`src/design/nbcdb_pkg.sv`:
```
/*
  shared constants and carriers for the flash bus host controller.
  assumes a 25 MHz mclk and an 8-bit flash data bus.
*/
`default_nettype none

package nbcdb_pkg;

  // ----------------------------------------
  // clock and data width
  // ----------------------------------------
  localparam int unsigned CLK_PERIOD_NS = 40;
  localparam int unsigned DATA_W = 8;

  // ----------------------------------------
  // command codes
  // ----------------------------------------
  localparam logic [7:0] CMD_RESET = 8'hff;
  localparam logic [7:0] CMD_STATUS = 8'h70;
  localparam logic [7:0] CMD_PROG_SETUP = 8'h80;
  localparam logic [7:0] CMD_PROG_CONFIRM = 8'h10;
  localparam logic [7:0] CMD_CACHE_PROG_CONFIRM = 8'h15;
  localparam logic [7:0] CMD_RANDOM_DATA_IN = 8'h85;
  localparam logic [7:0] CMD_ERASE_SETUP = 8'h60;
  localparam logic [7:0] CMD_ERASE_CONFIRM = 8'hd0;

  // ----------------------------------------
  // bus timing, least times round up
  // ----------------------------------------
  localparam int unsigned ADDRESS_TO_DATA_GAP_NS = 70;
  localparam int unsigned WE_HIGH_TO_RE_LOW_NS = 80;
  localparam int unsigned RE_HIGH_TO_WE_LOW_NS = 60;
  localparam int unsigned WP_TO_WE_HIGH_NS = 100;
  localparam int unsigned WE_HIGH_TO_BUSY_NS = 60;
  localparam int unsigned ADDRESS_TO_DATA_GAP_CYC =
    (ADDRESS_TO_DATA_GAP_NS + CLK_PERIOD_NS - 1) / CLK_PERIOD_NS;
  localparam int unsigned WE_HIGH_TO_RE_LOW_CYC =
    (WE_HIGH_TO_RE_LOW_NS + CLK_PERIOD_NS - 1) / CLK_PERIOD_NS;
  localparam int unsigned RE_HIGH_TO_WE_LOW_CYC =
    (RE_HIGH_TO_WE_LOW_NS + CLK_PERIOD_NS - 1) / CLK_PERIOD_NS;
  localparam int unsigned WP_TO_WE_HIGH_CYC =
    (WP_TO_WE_HIGH_NS + CLK_PERIOD_NS - 1) / CLK_PERIOD_NS;
  localparam int unsigned WE_HIGH_TO_BUSY_CYC =
    (WE_HIGH_TO_BUSY_NS + CLK_PERIOD_NS - 1) / CLK_PERIOD_NS;

  // longest busy (block erase) bounds the ready wait
  localparam int unsigned BUSY_TIMEOUT_US = 3500;
  localparam int unsigned BUSY_TIMEOUT_CYC = BUSY_TIMEOUT_US * 1000 / CLK_PERIOD_NS;
  localparam int unsigned PARTIAL_PROGRAM_LIMIT = 4;

  // ----------------------------------------
  // carriers
  // ----------------------------------------
  typedef enum logic [2:0] {OP_CMD, OP_ADDR, OP_DATA_IN, OP_DATA_OUT, OP_WAIT_READY} nbcdb_op_type;
  typedef enum logic [2:0] {ERR_NONE, ERR_BUSY, ERR_PROTECT, ERR_LIMIT, ERR_TIMEOUT} nbcdb_err_type;

  typedef struct packed {
    nbcdb_op_type op;
    logic [DATA_W-1:0] data;
  } nbcdb_req_type;

  typedef struct packed {
    nbcdb_err_type err;
    logic [DATA_W-1:0] data;
  } nbcdb_resp_type;

  typedef struct packed {
    logic chip_select_n;
    logic cmd_latch_enable;
    logic addr_latch_enable;
    logic write_strobe_n;
    logic read_strobe_n;
    logic write_protect_n;
    logic io_oe;
    logic [DATA_W-1:0] io_out;
  } nbcdb_pins_type;

endpackage

`default_nettype wire

```
`src/design/nbcdb_host.sv`:
```
/*
  host controller that drives a raw parallel flash bus cycle by cycle.
  assumes io_in and ready_busy_n are synchronous to mclk; the bench
  resolves the shared data wire from pins.io_oe.
*/
`timescale 1ns/100ps
`default_nettype none

// What this block does
// - address cycle: select low, read strobe high, address latch high, write strobe latches.
// - command cycle: select low, read strobe high, command latch high, write strobe latches.
// - program/erase commands, their addresses and data input need write protect high.
// - data in with both latches low; data out pulses read strobe, write strobe high.
// - no more than 4 partial programs to one page between erases; counted only for the last page programmed, cleared by any erase.
// - at least 70 ns from last address cycle to first data input.
// - while busy only reset and status read commands may be issued.
module nbcdb_host #(
  parameter int unsigned COL_BYTES = 2,
  parameter int unsigned ROW_BYTES = 2,
  parameter int unsigned BUSY_TIMEOUT_CYCLES = nbcdb_pkg::BUSY_TIMEOUT_CYC,
  parameter int unsigned PARTIAL_LIMIT = nbcdb_pkg::PARTIAL_PROGRAM_LIMIT
) (
  input wire logic mclk,
  input wire logic nrst,
  input wire logic clk_en,
  input wire logic req_valid,
  input wire nbcdb_pkg::nbcdb_req_type req,
  output logic req_ready,
  input wire logic write_allow,
  output logic resp_valid,
  output nbcdb_pkg::nbcdb_resp_type resp,
  output nbcdb_pkg::nbcdb_pins_type pins,
  input wire logic [nbcdb_pkg::DATA_W-1:0] io_in,
  input wire logic ready_busy_n
);
  import nbcdb_pkg::*;

  localparam int unsigned TW = $clog2(BUSY_TIMEOUT_CYCLES + 1);
  localparam int unsigned CW = $clog2(PARTIAL_LIMIT + 1);
  localparam int unsigned KW = ROW_BYTES * DATA_W;
  localparam int unsigned AW = $clog2(COL_BYTES + ROW_BYTES + 1);

  typedef enum logic [2:0] {ST_IDLE, ST_GAP, ST_SETUP, ST_STROBE, ST_HOLD, ST_TWB,
                            ST_BUSY} nbcdb_state_type;
  typedef enum logic [1:0] {LK_NONE, LK_ADDR, LK_WRITE, LK_READ} nbcdb_last_type;

  nbcdb_state_type state_ff, nxt_state;
  nbcdb_last_type last_ff;
  nbcdb_req_type cur_ff;
  logic pend_ff, wmode_ff, wseq_ff, wp_n_ff;
  logic [CW-1:0] prog_cnt_ff;
  logic [KW-1:0] page_key_ff, row_acc_ff;
  logic [AW-1:0] addr_idx_ff;
  logic resp_valid_ff;
  nbcdb_resp_type resp_ff;
  logic tmr_load, tmr_zero;
  logic [TW-1:0] tmr_val;
  logic take, is_cmd, wmode_cmd, need_wp, confirm, refuse;
  nbcdb_err_type refuse_err;

  // ----------------------------------------
  // request classification
  // ----------------------------------------
  assign req_ready = clk_en && (state_ff == ST_IDLE) && (write_allow == wp_n_ff);
  assign take = req_valid && req_ready;
  assign is_cmd = (req.op == OP_CMD);
  assign wmode_cmd = is_cmd && (req.data == CMD_PROG_SETUP || req.data == CMD_PROG_CONFIRM ||
    req.data == CMD_CACHE_PROG_CONFIRM || req.data == CMD_RANDOM_DATA_IN ||
    req.data == CMD_ERASE_SETUP || req.data == CMD_ERASE_CONFIRM);
  assign need_wp = wmode_cmd || (req.op == OP_DATA_IN) || (req.op == OP_ADDR && wseq_ff);
  assign confirm = is_cmd && (req.data == CMD_PROG_CONFIRM || req.data == CMD_CACHE_PROG_CONFIRM);

  always_comb begin
    refuse = 1'b1;
    refuse_err = ERR_NONE;
    if (is_cmd && !ready_busy_n && req.data != CMD_RESET && req.data != CMD_STATUS) begin
      refuse_err = ERR_BUSY;
    end else if (need_wp && !wp_n_ff) begin
      refuse_err = ERR_PROTECT;
    end else if (confirm && page_key_ff == row_acc_ff && prog_cnt_ff >= CW'(PARTIAL_LIMIT)) begin
      refuse_err = ERR_LIMIT;
    end else begin
      refuse = 1'b0;
    end
  end

  // ----------------------------------------
  // sequencer
  // ----------------------------------------
  always_comb begin
    nxt_state = state_ff;
    tmr_load = 1'b0;
    tmr_val = '0;
    case (state_ff)
      ST_IDLE: begin
        if (write_allow != wp_n_ff) begin
          tmr_load = 1'b1;
          tmr_val = TW'(WP_TO_WE_HIGH_CYC - 1);
          nxt_state = ST_GAP;
        end else if (take && !refuse) begin
          if (req.op == OP_WAIT_READY) begin
            tmr_load = 1'b1;
            tmr_val = TW'(WE_HIGH_TO_BUSY_CYC - 1);
            nxt_state = ST_TWB;
          end else if (req.op == OP_DATA_IN && last_ff == LK_ADDR) begin
            tmr_load = 1'b1;
            tmr_val = TW'(ADDRESS_TO_DATA_GAP_CYC - 1);
            nxt_state = ST_GAP;
          end else if (req.op == OP_DATA_OUT && last_ff != LK_READ && last_ff != LK_NONE) begin
            tmr_load = 1'b1;
            tmr_val = TW'(WE_HIGH_TO_RE_LOW_CYC - 1);
            nxt_state = ST_GAP;
          end else if (req.op != OP_DATA_OUT && last_ff == LK_READ) begin
            tmr_load = 1'b1;
            tmr_val = TW'(RE_HIGH_TO_WE_LOW_CYC - 1);
            nxt_state = ST_GAP;
          end else begin
            nxt_state = ST_SETUP;
          end
        end
      end
      ST_GAP: begin
        if (tmr_zero) begin
          nxt_state = pend_ff ? ST_SETUP : ST_IDLE;
        end
      end
      ST_SETUP: nxt_state = ST_STROBE;
      ST_STROBE: nxt_state = ST_HOLD;
      ST_HOLD: nxt_state = ST_IDLE;
      ST_TWB: begin
        if (tmr_zero) begin
          tmr_load = 1'b1;
          tmr_val = TW'(BUSY_TIMEOUT_CYCLES - 1);
          nxt_state = ST_BUSY;
        end
      end
      ST_BUSY: begin
        if (ready_busy_n || tmr_zero) begin
          nxt_state = ST_IDLE;
        end
      end
      default: nxt_state = ST_IDLE;
    endcase
  end

  always_ff @(posedge mclk or negedge nrst) begin
    if (!nrst) begin
      state_ff <= ST_IDLE;
    end else if (clk_en) begin
      state_ff <= nxt_state;
    end
  end

  nbcdb_timer #(.W(TW)) u_timer (
    .mclk(mclk),
    .nrst(nrst),
    .clk_en(clk_en),
    .load(tmr_load),
    .load_val(tmr_val),
    .zero(tmr_zero)
  );

  // ----------------------------------------
  // current request and write protect level
  // ----------------------------------------
  always_ff @(posedge mclk or negedge nrst) begin
    if (!nrst) begin
      cur_ff <= '{op: OP_CMD, data: '0};
      pend_ff <= 1'b0;
      wmode_ff <= 1'b0;
    end else if (clk_en) begin
      if (state_ff == ST_IDLE) begin
        pend_ff <= take && !refuse;
        if (take) begin
          cur_ff <= req;
          wmode_ff <= need_wp;
        end
      end
    end
  end

  always_ff @(posedge mclk or negedge nrst) begin
    if (!nrst) begin
      wp_n_ff <= 1'b0;
    end else if (clk_en && state_ff == ST_IDLE) begin
      wp_n_ff <= write_allow;
    end
  end

  always_ff @(posedge mclk or negedge nrst) begin
    if (!nrst) begin
      last_ff <= LK_NONE;
    end else if (clk_en && state_ff == ST_HOLD) begin
      case (cur_ff.op)
        OP_ADDR: last_ff <= LK_ADDR;
        OP_DATA_OUT: last_ff <= LK_READ;
        default: last_ff <= LK_WRITE;
      endcase
    end
  end

  // ----------------------------------------
  // partial program tracking for the last page programmed
  // ----------------------------------------
  always_ff @(posedge mclk or negedge nrst) begin
    if (!nrst) begin
      wseq_ff <= 1'b0;
      addr_idx_ff <= '0;
      row_acc_ff <= '0;
    end else if (clk_en && take && !refuse) begin
      if (is_cmd) begin
        addr_idx_ff <= '0;
        wseq_ff <= (req.data == CMD_PROG_SETUP || req.data == CMD_ERASE_SETUP ||
          req.data == CMD_RANDOM_DATA_IN);
        if (req.data == CMD_PROG_SETUP) begin
          row_acc_ff <= '0;
        end
      end else if (req.op == OP_ADDR) begin
        if (addr_idx_ff != AW'(COL_BYTES + ROW_BYTES)) begin
          addr_idx_ff <= addr_idx_ff + 1'b1;
        end
        if (addr_idx_ff >= AW'(COL_BYTES) && addr_idx_ff < AW'(COL_BYTES + ROW_BYTES)) begin
          row_acc_ff <= {row_acc_ff[KW-DATA_W-1:0], req.data};
        end
      end
    end
  end

  always_ff @(posedge mclk or negedge nrst) begin
    if (!nrst) begin
      prog_cnt_ff <= '0;
      page_key_ff <= '0;
    end else if (clk_en && take && !refuse && is_cmd) begin
      if (req.data == CMD_ERASE_CONFIRM) begin
        prog_cnt_ff <= '0;
      end else if (confirm) begin
        page_key_ff <= row_acc_ff;
        prog_cnt_ff <= (page_key_ff == row_acc_ff) ? prog_cnt_ff + 1'b1 : CW'(1);
      end
    end
  end

  // ----------------------------------------
  // answers
  // ----------------------------------------
  always_ff @(posedge mclk or negedge nrst) begin
    if (!nrst) begin
      resp_valid_ff <= 1'b0;
      resp_ff <= '{err: ERR_NONE, data: '0};
    end else if (clk_en) begin
      resp_valid_ff <= 1'b0;
      if (state_ff == ST_IDLE && take && refuse) begin
        resp_valid_ff <= 1'b1;
        resp_ff <= '{err: refuse_err, data: '0};
      end else if (state_ff == ST_STROBE && cur_ff.op == OP_DATA_OUT) begin
        resp_ff <= '{err: ERR_NONE, data: io_in};
      end else if (state_ff == ST_HOLD) begin
        resp_valid_ff <= 1'b1;
        if (cur_ff.op != OP_DATA_OUT) begin
          resp_ff <= '{err: ERR_NONE, data: '0};
        end
      end else if (state_ff == ST_BUSY && (ready_busy_n || tmr_zero)) begin
        resp_valid_ff <= 1'b1;
        resp_ff <= '{err: ready_busy_n ? ERR_NONE : ERR_TIMEOUT, data: '0};
      end
    end
  end

  assign resp_valid = resp_valid_ff;
  assign resp = resp_ff;

  // ----------------------------------------
  // pin levels decoded from registered state
  // ----------------------------------------
  logic active, strobe;
  assign active = (state_ff == ST_SETUP) || (state_ff == ST_STROBE) || (state_ff == ST_HOLD);
  assign strobe = (state_ff == ST_STROBE);
  always_comb begin
    pins.chip_select_n = !active;
    pins.cmd_latch_enable = active && cur_ff.op == OP_CMD;
    pins.addr_latch_enable = active && cur_ff.op == OP_ADDR;
    pins.write_strobe_n = !(strobe && cur_ff.op != OP_DATA_OUT);
    pins.read_strobe_n = !(strobe && cur_ff.op == OP_DATA_OUT);
    pins.write_protect_n = wp_n_ff;
    pins.io_oe = active && cur_ff.op != OP_DATA_OUT;
    pins.io_out = cur_ff.data;
  end

  // ----------------------------------------
  // checks
  // ----------------------------------------
  logic [3:0] addr_gap_cnt;
  always_ff @(posedge mclk or negedge nrst) begin
    if (!nrst) begin
      addr_gap_cnt <= '0;
    end else if (clk_en) begin
      if (!pins.write_strobe_n) begin
        addr_gap_cnt <= '0;
      end else if (addr_gap_cnt != 4'hf) begin
        addr_gap_cnt <= addr_gap_cnt + 1'b1;
      end
    end
  end
endmodule

`default_nettype wire

```
`src/design/nbcdb_timer.sv`:
```
/*
  loadable down-counter used for bus gaps and busy waits.
  assumes load and clk_en come from the same mclk domain.
*/
`timescale 1ns/100ps
`default_nettype none

module nbcdb_timer #(
  parameter int unsigned W = 17
) (
  input wire logic mclk,
  input wire logic nrst,
  input wire logic clk_en,
  input wire logic load,
  input wire logic [W-1:0] load_val,
  output logic zero
);

  logic [W-1:0] count_ff;

  // ----------------------------------------
  // count down, stop at zero
  // ----------------------------------------
  always_ff @(posedge mclk or negedge nrst) begin
    if (!nrst) begin
      count_ff <= '0;
    end else if (clk_en) begin
      if (load) begin
        count_ff <= load_val;
      end else if (count_ff != '0) begin
        count_ff <= count_ff - 1'b1;
      end
    end
  end

  assign zero = (count_ff == '0);

endmodule

`default_nettype wire

```
`config.mk`:
```
export PLATFORM = sky130hd
export DESIGN_NAME = nbcdb_host
export DESIGN_NICKNAME = d
export VERILOG_FILES = /design/src/design/nbcdb_pkg.sv /design/src/design/nbcdb_host.sv /design/src/design/nbcdb_timer.sv
export SDC_FILE = /design/constraint.sdc
export NUM_CORES = 1
export LEC_CHECK = 0
export BUFFER_PORTS_ARGS = -buffer_cell sky130_fd_sc_hd__buf_2
export CORE_UTILIZATION = 37
export CTS_BUF_LIST = sky130_fd_sc_hd__clkbuf_8 sky130_fd_sc_hd__clkbuf_16
export DETAILED_ROUTE_END_ITERATION = 8
export MAX_ROUTING_LAYER = met4
export PLACE_DENSITY = 0.62
export SETUP_SLACK_MARGIN = 0.05
export SLEW_MARGIN = 20
export SYNTH_ARGS = -nofsm -noshare
export SYNTH_HDL_FRONTEND = slang
export SYNTH_HIERARCHICAL = 1
export SYNTH_SLANG_ARGS = --single-unit
```
`constraint.sdc`:
```
create_clock -name mclk -period 3.3 [get_ports mclk]
set_input_delay 0.66 -clock mclk [delete_from_list [all_inputs] [get_ports mclk]]
set_output_delay 0.66 -clock mclk [all_outputs]
set_load 0.05 [all_outputs]
```
==> metrics <==
Setup CP Type reg -> reg; Starting Density 0.378; internal power 2.57 mW; Core ar. 0.0132 mm²; share of cells above drive strength 1 0.293; total power 4.48 mW; Slew @ Worst Pin 0.785 ns; DPL Wire Length 8.13 mm; setup TNS 0 ns; Die H 118 µm; Data required, critical path 3.56 ns; Flop pwr share 0.355; # clock sinks 86; number of port buffers 52; n_diodes 0; Vias 3,917; Row Count 42; area grow syn2layout 16.1%; WL final 11.7 mm; synth warn 6; Relative slew margins 0.477; Post-CTS Setup Inserts 0; fraction of registers with async set/reset 1.00; CP endpoint kind flop; leakage power 2.68 nW; Post-CTS Hold Buffers 0; unrepaired setup endpoints after global routing false; starting DRC count in detailed routing 231; routability cong. 0.880; Syn Inst Count 479; clock share of power 0.225; post-synth top area share 0.431; Die Wd 118 µm; DR WL/cell 16.1 µm; crit path DAT 3.20 ns; Slew Limit Fails 0; min-delay worst type in -> async; setup ws final 0.359 ns; post-synth cell types 76; FF-to-FF Start u_timer/count_ff[0]$_DFFE_PN0P_; final core utilization 0.439; hold slack 0.377 ns; gr usage total 0.179; die area 0.0140 mm²; FF+latch count, synth 86; Clock transition at path regs 0.07 ns; CP startpoint kind flop; grt ovf 0; clk_lat worst skew 0.34 ns; Max Freq 0.340 GHz; vias per cell 5.40; Reg2Reg Setup Slack 0.36 ns; Avg Cell Area, Syn 10.4 µm²; CTS Root Cell clkbuf_16; vias in the first global route 3,866; P_sw 1.91 mW; RR Endpoint u_timer/count_ff[4]$_DFFE_PN0P_; post-synth top area cell dfrtp_1; fillcell total 1,252; CTS tree yes; dpl ws 0.119 ns; antenna violations before repair 0; ys flop type dfrtp_1; Crit Path Max Fanout 10; clk_skew 0.00736 ns; drt pass-1 iters 5; Comb power frac 0.421; run status complete, no violations; Min Clock Period, post-route 2.94 ns; H-Tree Depth 3; reported max-cap violation count 0; first-pass GRT wire length 19.3 mm; CTS max path bufs 2; Final setup viols 0; maximum vdd drop 0.000642 V; largest net degree at the start of global routing 87; FF-to-FF path depth 13; Critical Path Source u_timer/count_ff[0]$_DFFE_PN0P_; DRT antenna net count 0; # IOs 53; Final Net Count 573; Fin. Hold Viols 0; largest cells by area after synthesis dfrtp_1, mux2_2, mux2_4; Cell Area, Synth 0.00499 mm²; pwr dens 774 mW/mm²; switching share of total power 0.426; Num CTS Buffers 9; residual DRC count 0; number of synthesized flops with an enable pin 0; sequential fraction of the synthesis area 0.431; share of the clock period used by the worst path 0.891
==> cell families after synthesis <==
| group | share of synthesized area |
|---|---|
| compound gates | 0.135 |
| xor+xnor | 0.0333 |
| fa+ha+maj | 0.0100 |
| buf+inv | 0.0496 |
| flops | 0.431 |
| mux | 0.122 |
| other cells | 0.000751 |
| simple gates | 0.219 |
==> final cells by class <==
class                           instances  area (µm²)  area share
Clock buffer                            9         225      0.0389
Multi-Input combinational cell        357        2630       0.454
Tap cell                              176         220      0.0380
Inverter                               14        52.6     0.00907
Clock inverter                          7        66.3      0.0114
Timing Repair Buffer                   76         447      0.0771
Sequential cell                        86        2150       0.371
==> state kept, by name (all words and copies together), names as in the netlist <==
name,count
pins,8
resp,11
wseq_ff,1
last_ff,2
cur_ff,3
addr_idx_ff,3
state_ff,3
resp_valid,1
wp_n_ff,1
row_acc_ff,16
pend_ff,1
prog_cnt_ff,3
page_key_ff,16
u_timer/count_ff,17
==> per-stage QoR <==
stage,instances,cell area (µm²)
2_1_floorplan,486,5030
3_3_place_gp,709,5500
3_5_place_dp,709,5500
4_1_cts,725,5790
5_1_grt,725,5790
6_report,725,5790
==> repair_timing <==
item / CTS / global route
endpoints found under the setup margin: 0 / 1
hold endpoints to repair: 0 / 0
gates resized for setup: 0 / 1
==> critical path, cell delays in order, from the launching register on <==
cell and delay, ns:
dfrtp_1 0.39, inv_1 0.10, ha_1 0.25, nor4b_2 0.29, nand3_1 0.16, nor2_1 0.28
nand3_1 0.11, a21oi_1 0.17, nand2b_2 0.24, buf_4 0.16, clkinv_1 0.23, a21oi_1 0.22
o22ai_1 0.11, nor3_1 0.14
==> power groups by stage <==
| stage | logic [mW] | registers (mW) | clock network [mW] |
|---|---|---|---|
| 2_1_floorplan | 1.35 | 1.69 | 0 |
| 3_3_place_gp | 1.84 | 1.59 | 0 |
| 3_5_place_dp | 1.87 | 1.60 | 0 |
| 4_1_cts | 1.88 | 1.59 | 1.03 |
| 6_report | 1.89 | 1.59 | 1.01 |
| 5_1_grt | 2.03 | 1.63 | 1.07 |
==> layer usage <==
metal  vias to the layer above  GRT usage  wire length (µm)
li1                       1880          -                 -
met1                      1928      0.231              5440
met2                        95      0.281              5670
met3                        14     0.0299               394
met4                         0     0.0673               174
met5                         -          -                 0
==> placed cells by master, fill, tap and decap left out, drive strengths merged, types with 4 or more instances in the layout <==
cell     count
ha           4
mux2        47
nand3b       7
o21ai       22
nor2b       22
conb         8
o2bb2ai      4
clkbuf       9
nand3       13
nor4         8
nand4       11
or3          4
inv         16
xnor2       17
nand4b       5
and3         6
o311ai       4
dfrtp       86
nand2b       5
buf         76
a22oi        6
mux2i        4
o31ai        7
a21oi       17
nand2       41
nor2        26
o211ai       7
nor3        12
a41oi        4
==> cells in the mapped netlist, drive strengths merged, types with 8 or more instances <==
library cell   n
dfrtp         86
mux2          47
nand2         41
nor2          26
nor2b         22
o21ai         22
buf           20
a21oi         17
xnor2         17
inv           13
nand3         13
nor3          12
nand4         11
clkbuf         9
nor4           8
==> how the worst max path moves through the flow <==
stage / end / cells after the start
after floorplan: u_timer/count_ff[5]$_DFFE_PN0P_ / 14
final: u_timer/count_ff[4]$_DFFE_PN0P_ / 13
after global placement: u_timer/count_ff[4]$_DFFE_PN0P_ / 14
after global routing: u_timer/count_ff[4]$_DFFE_PN0P_ / 13
after CTS: u_timer/count_ff[4]$_DFFE_PN0P_ / 13
after detailed placement: u_timer/count_ff[4]$_DFFE_PN0P_ / 14
Power figures use the tool's default switching activity.
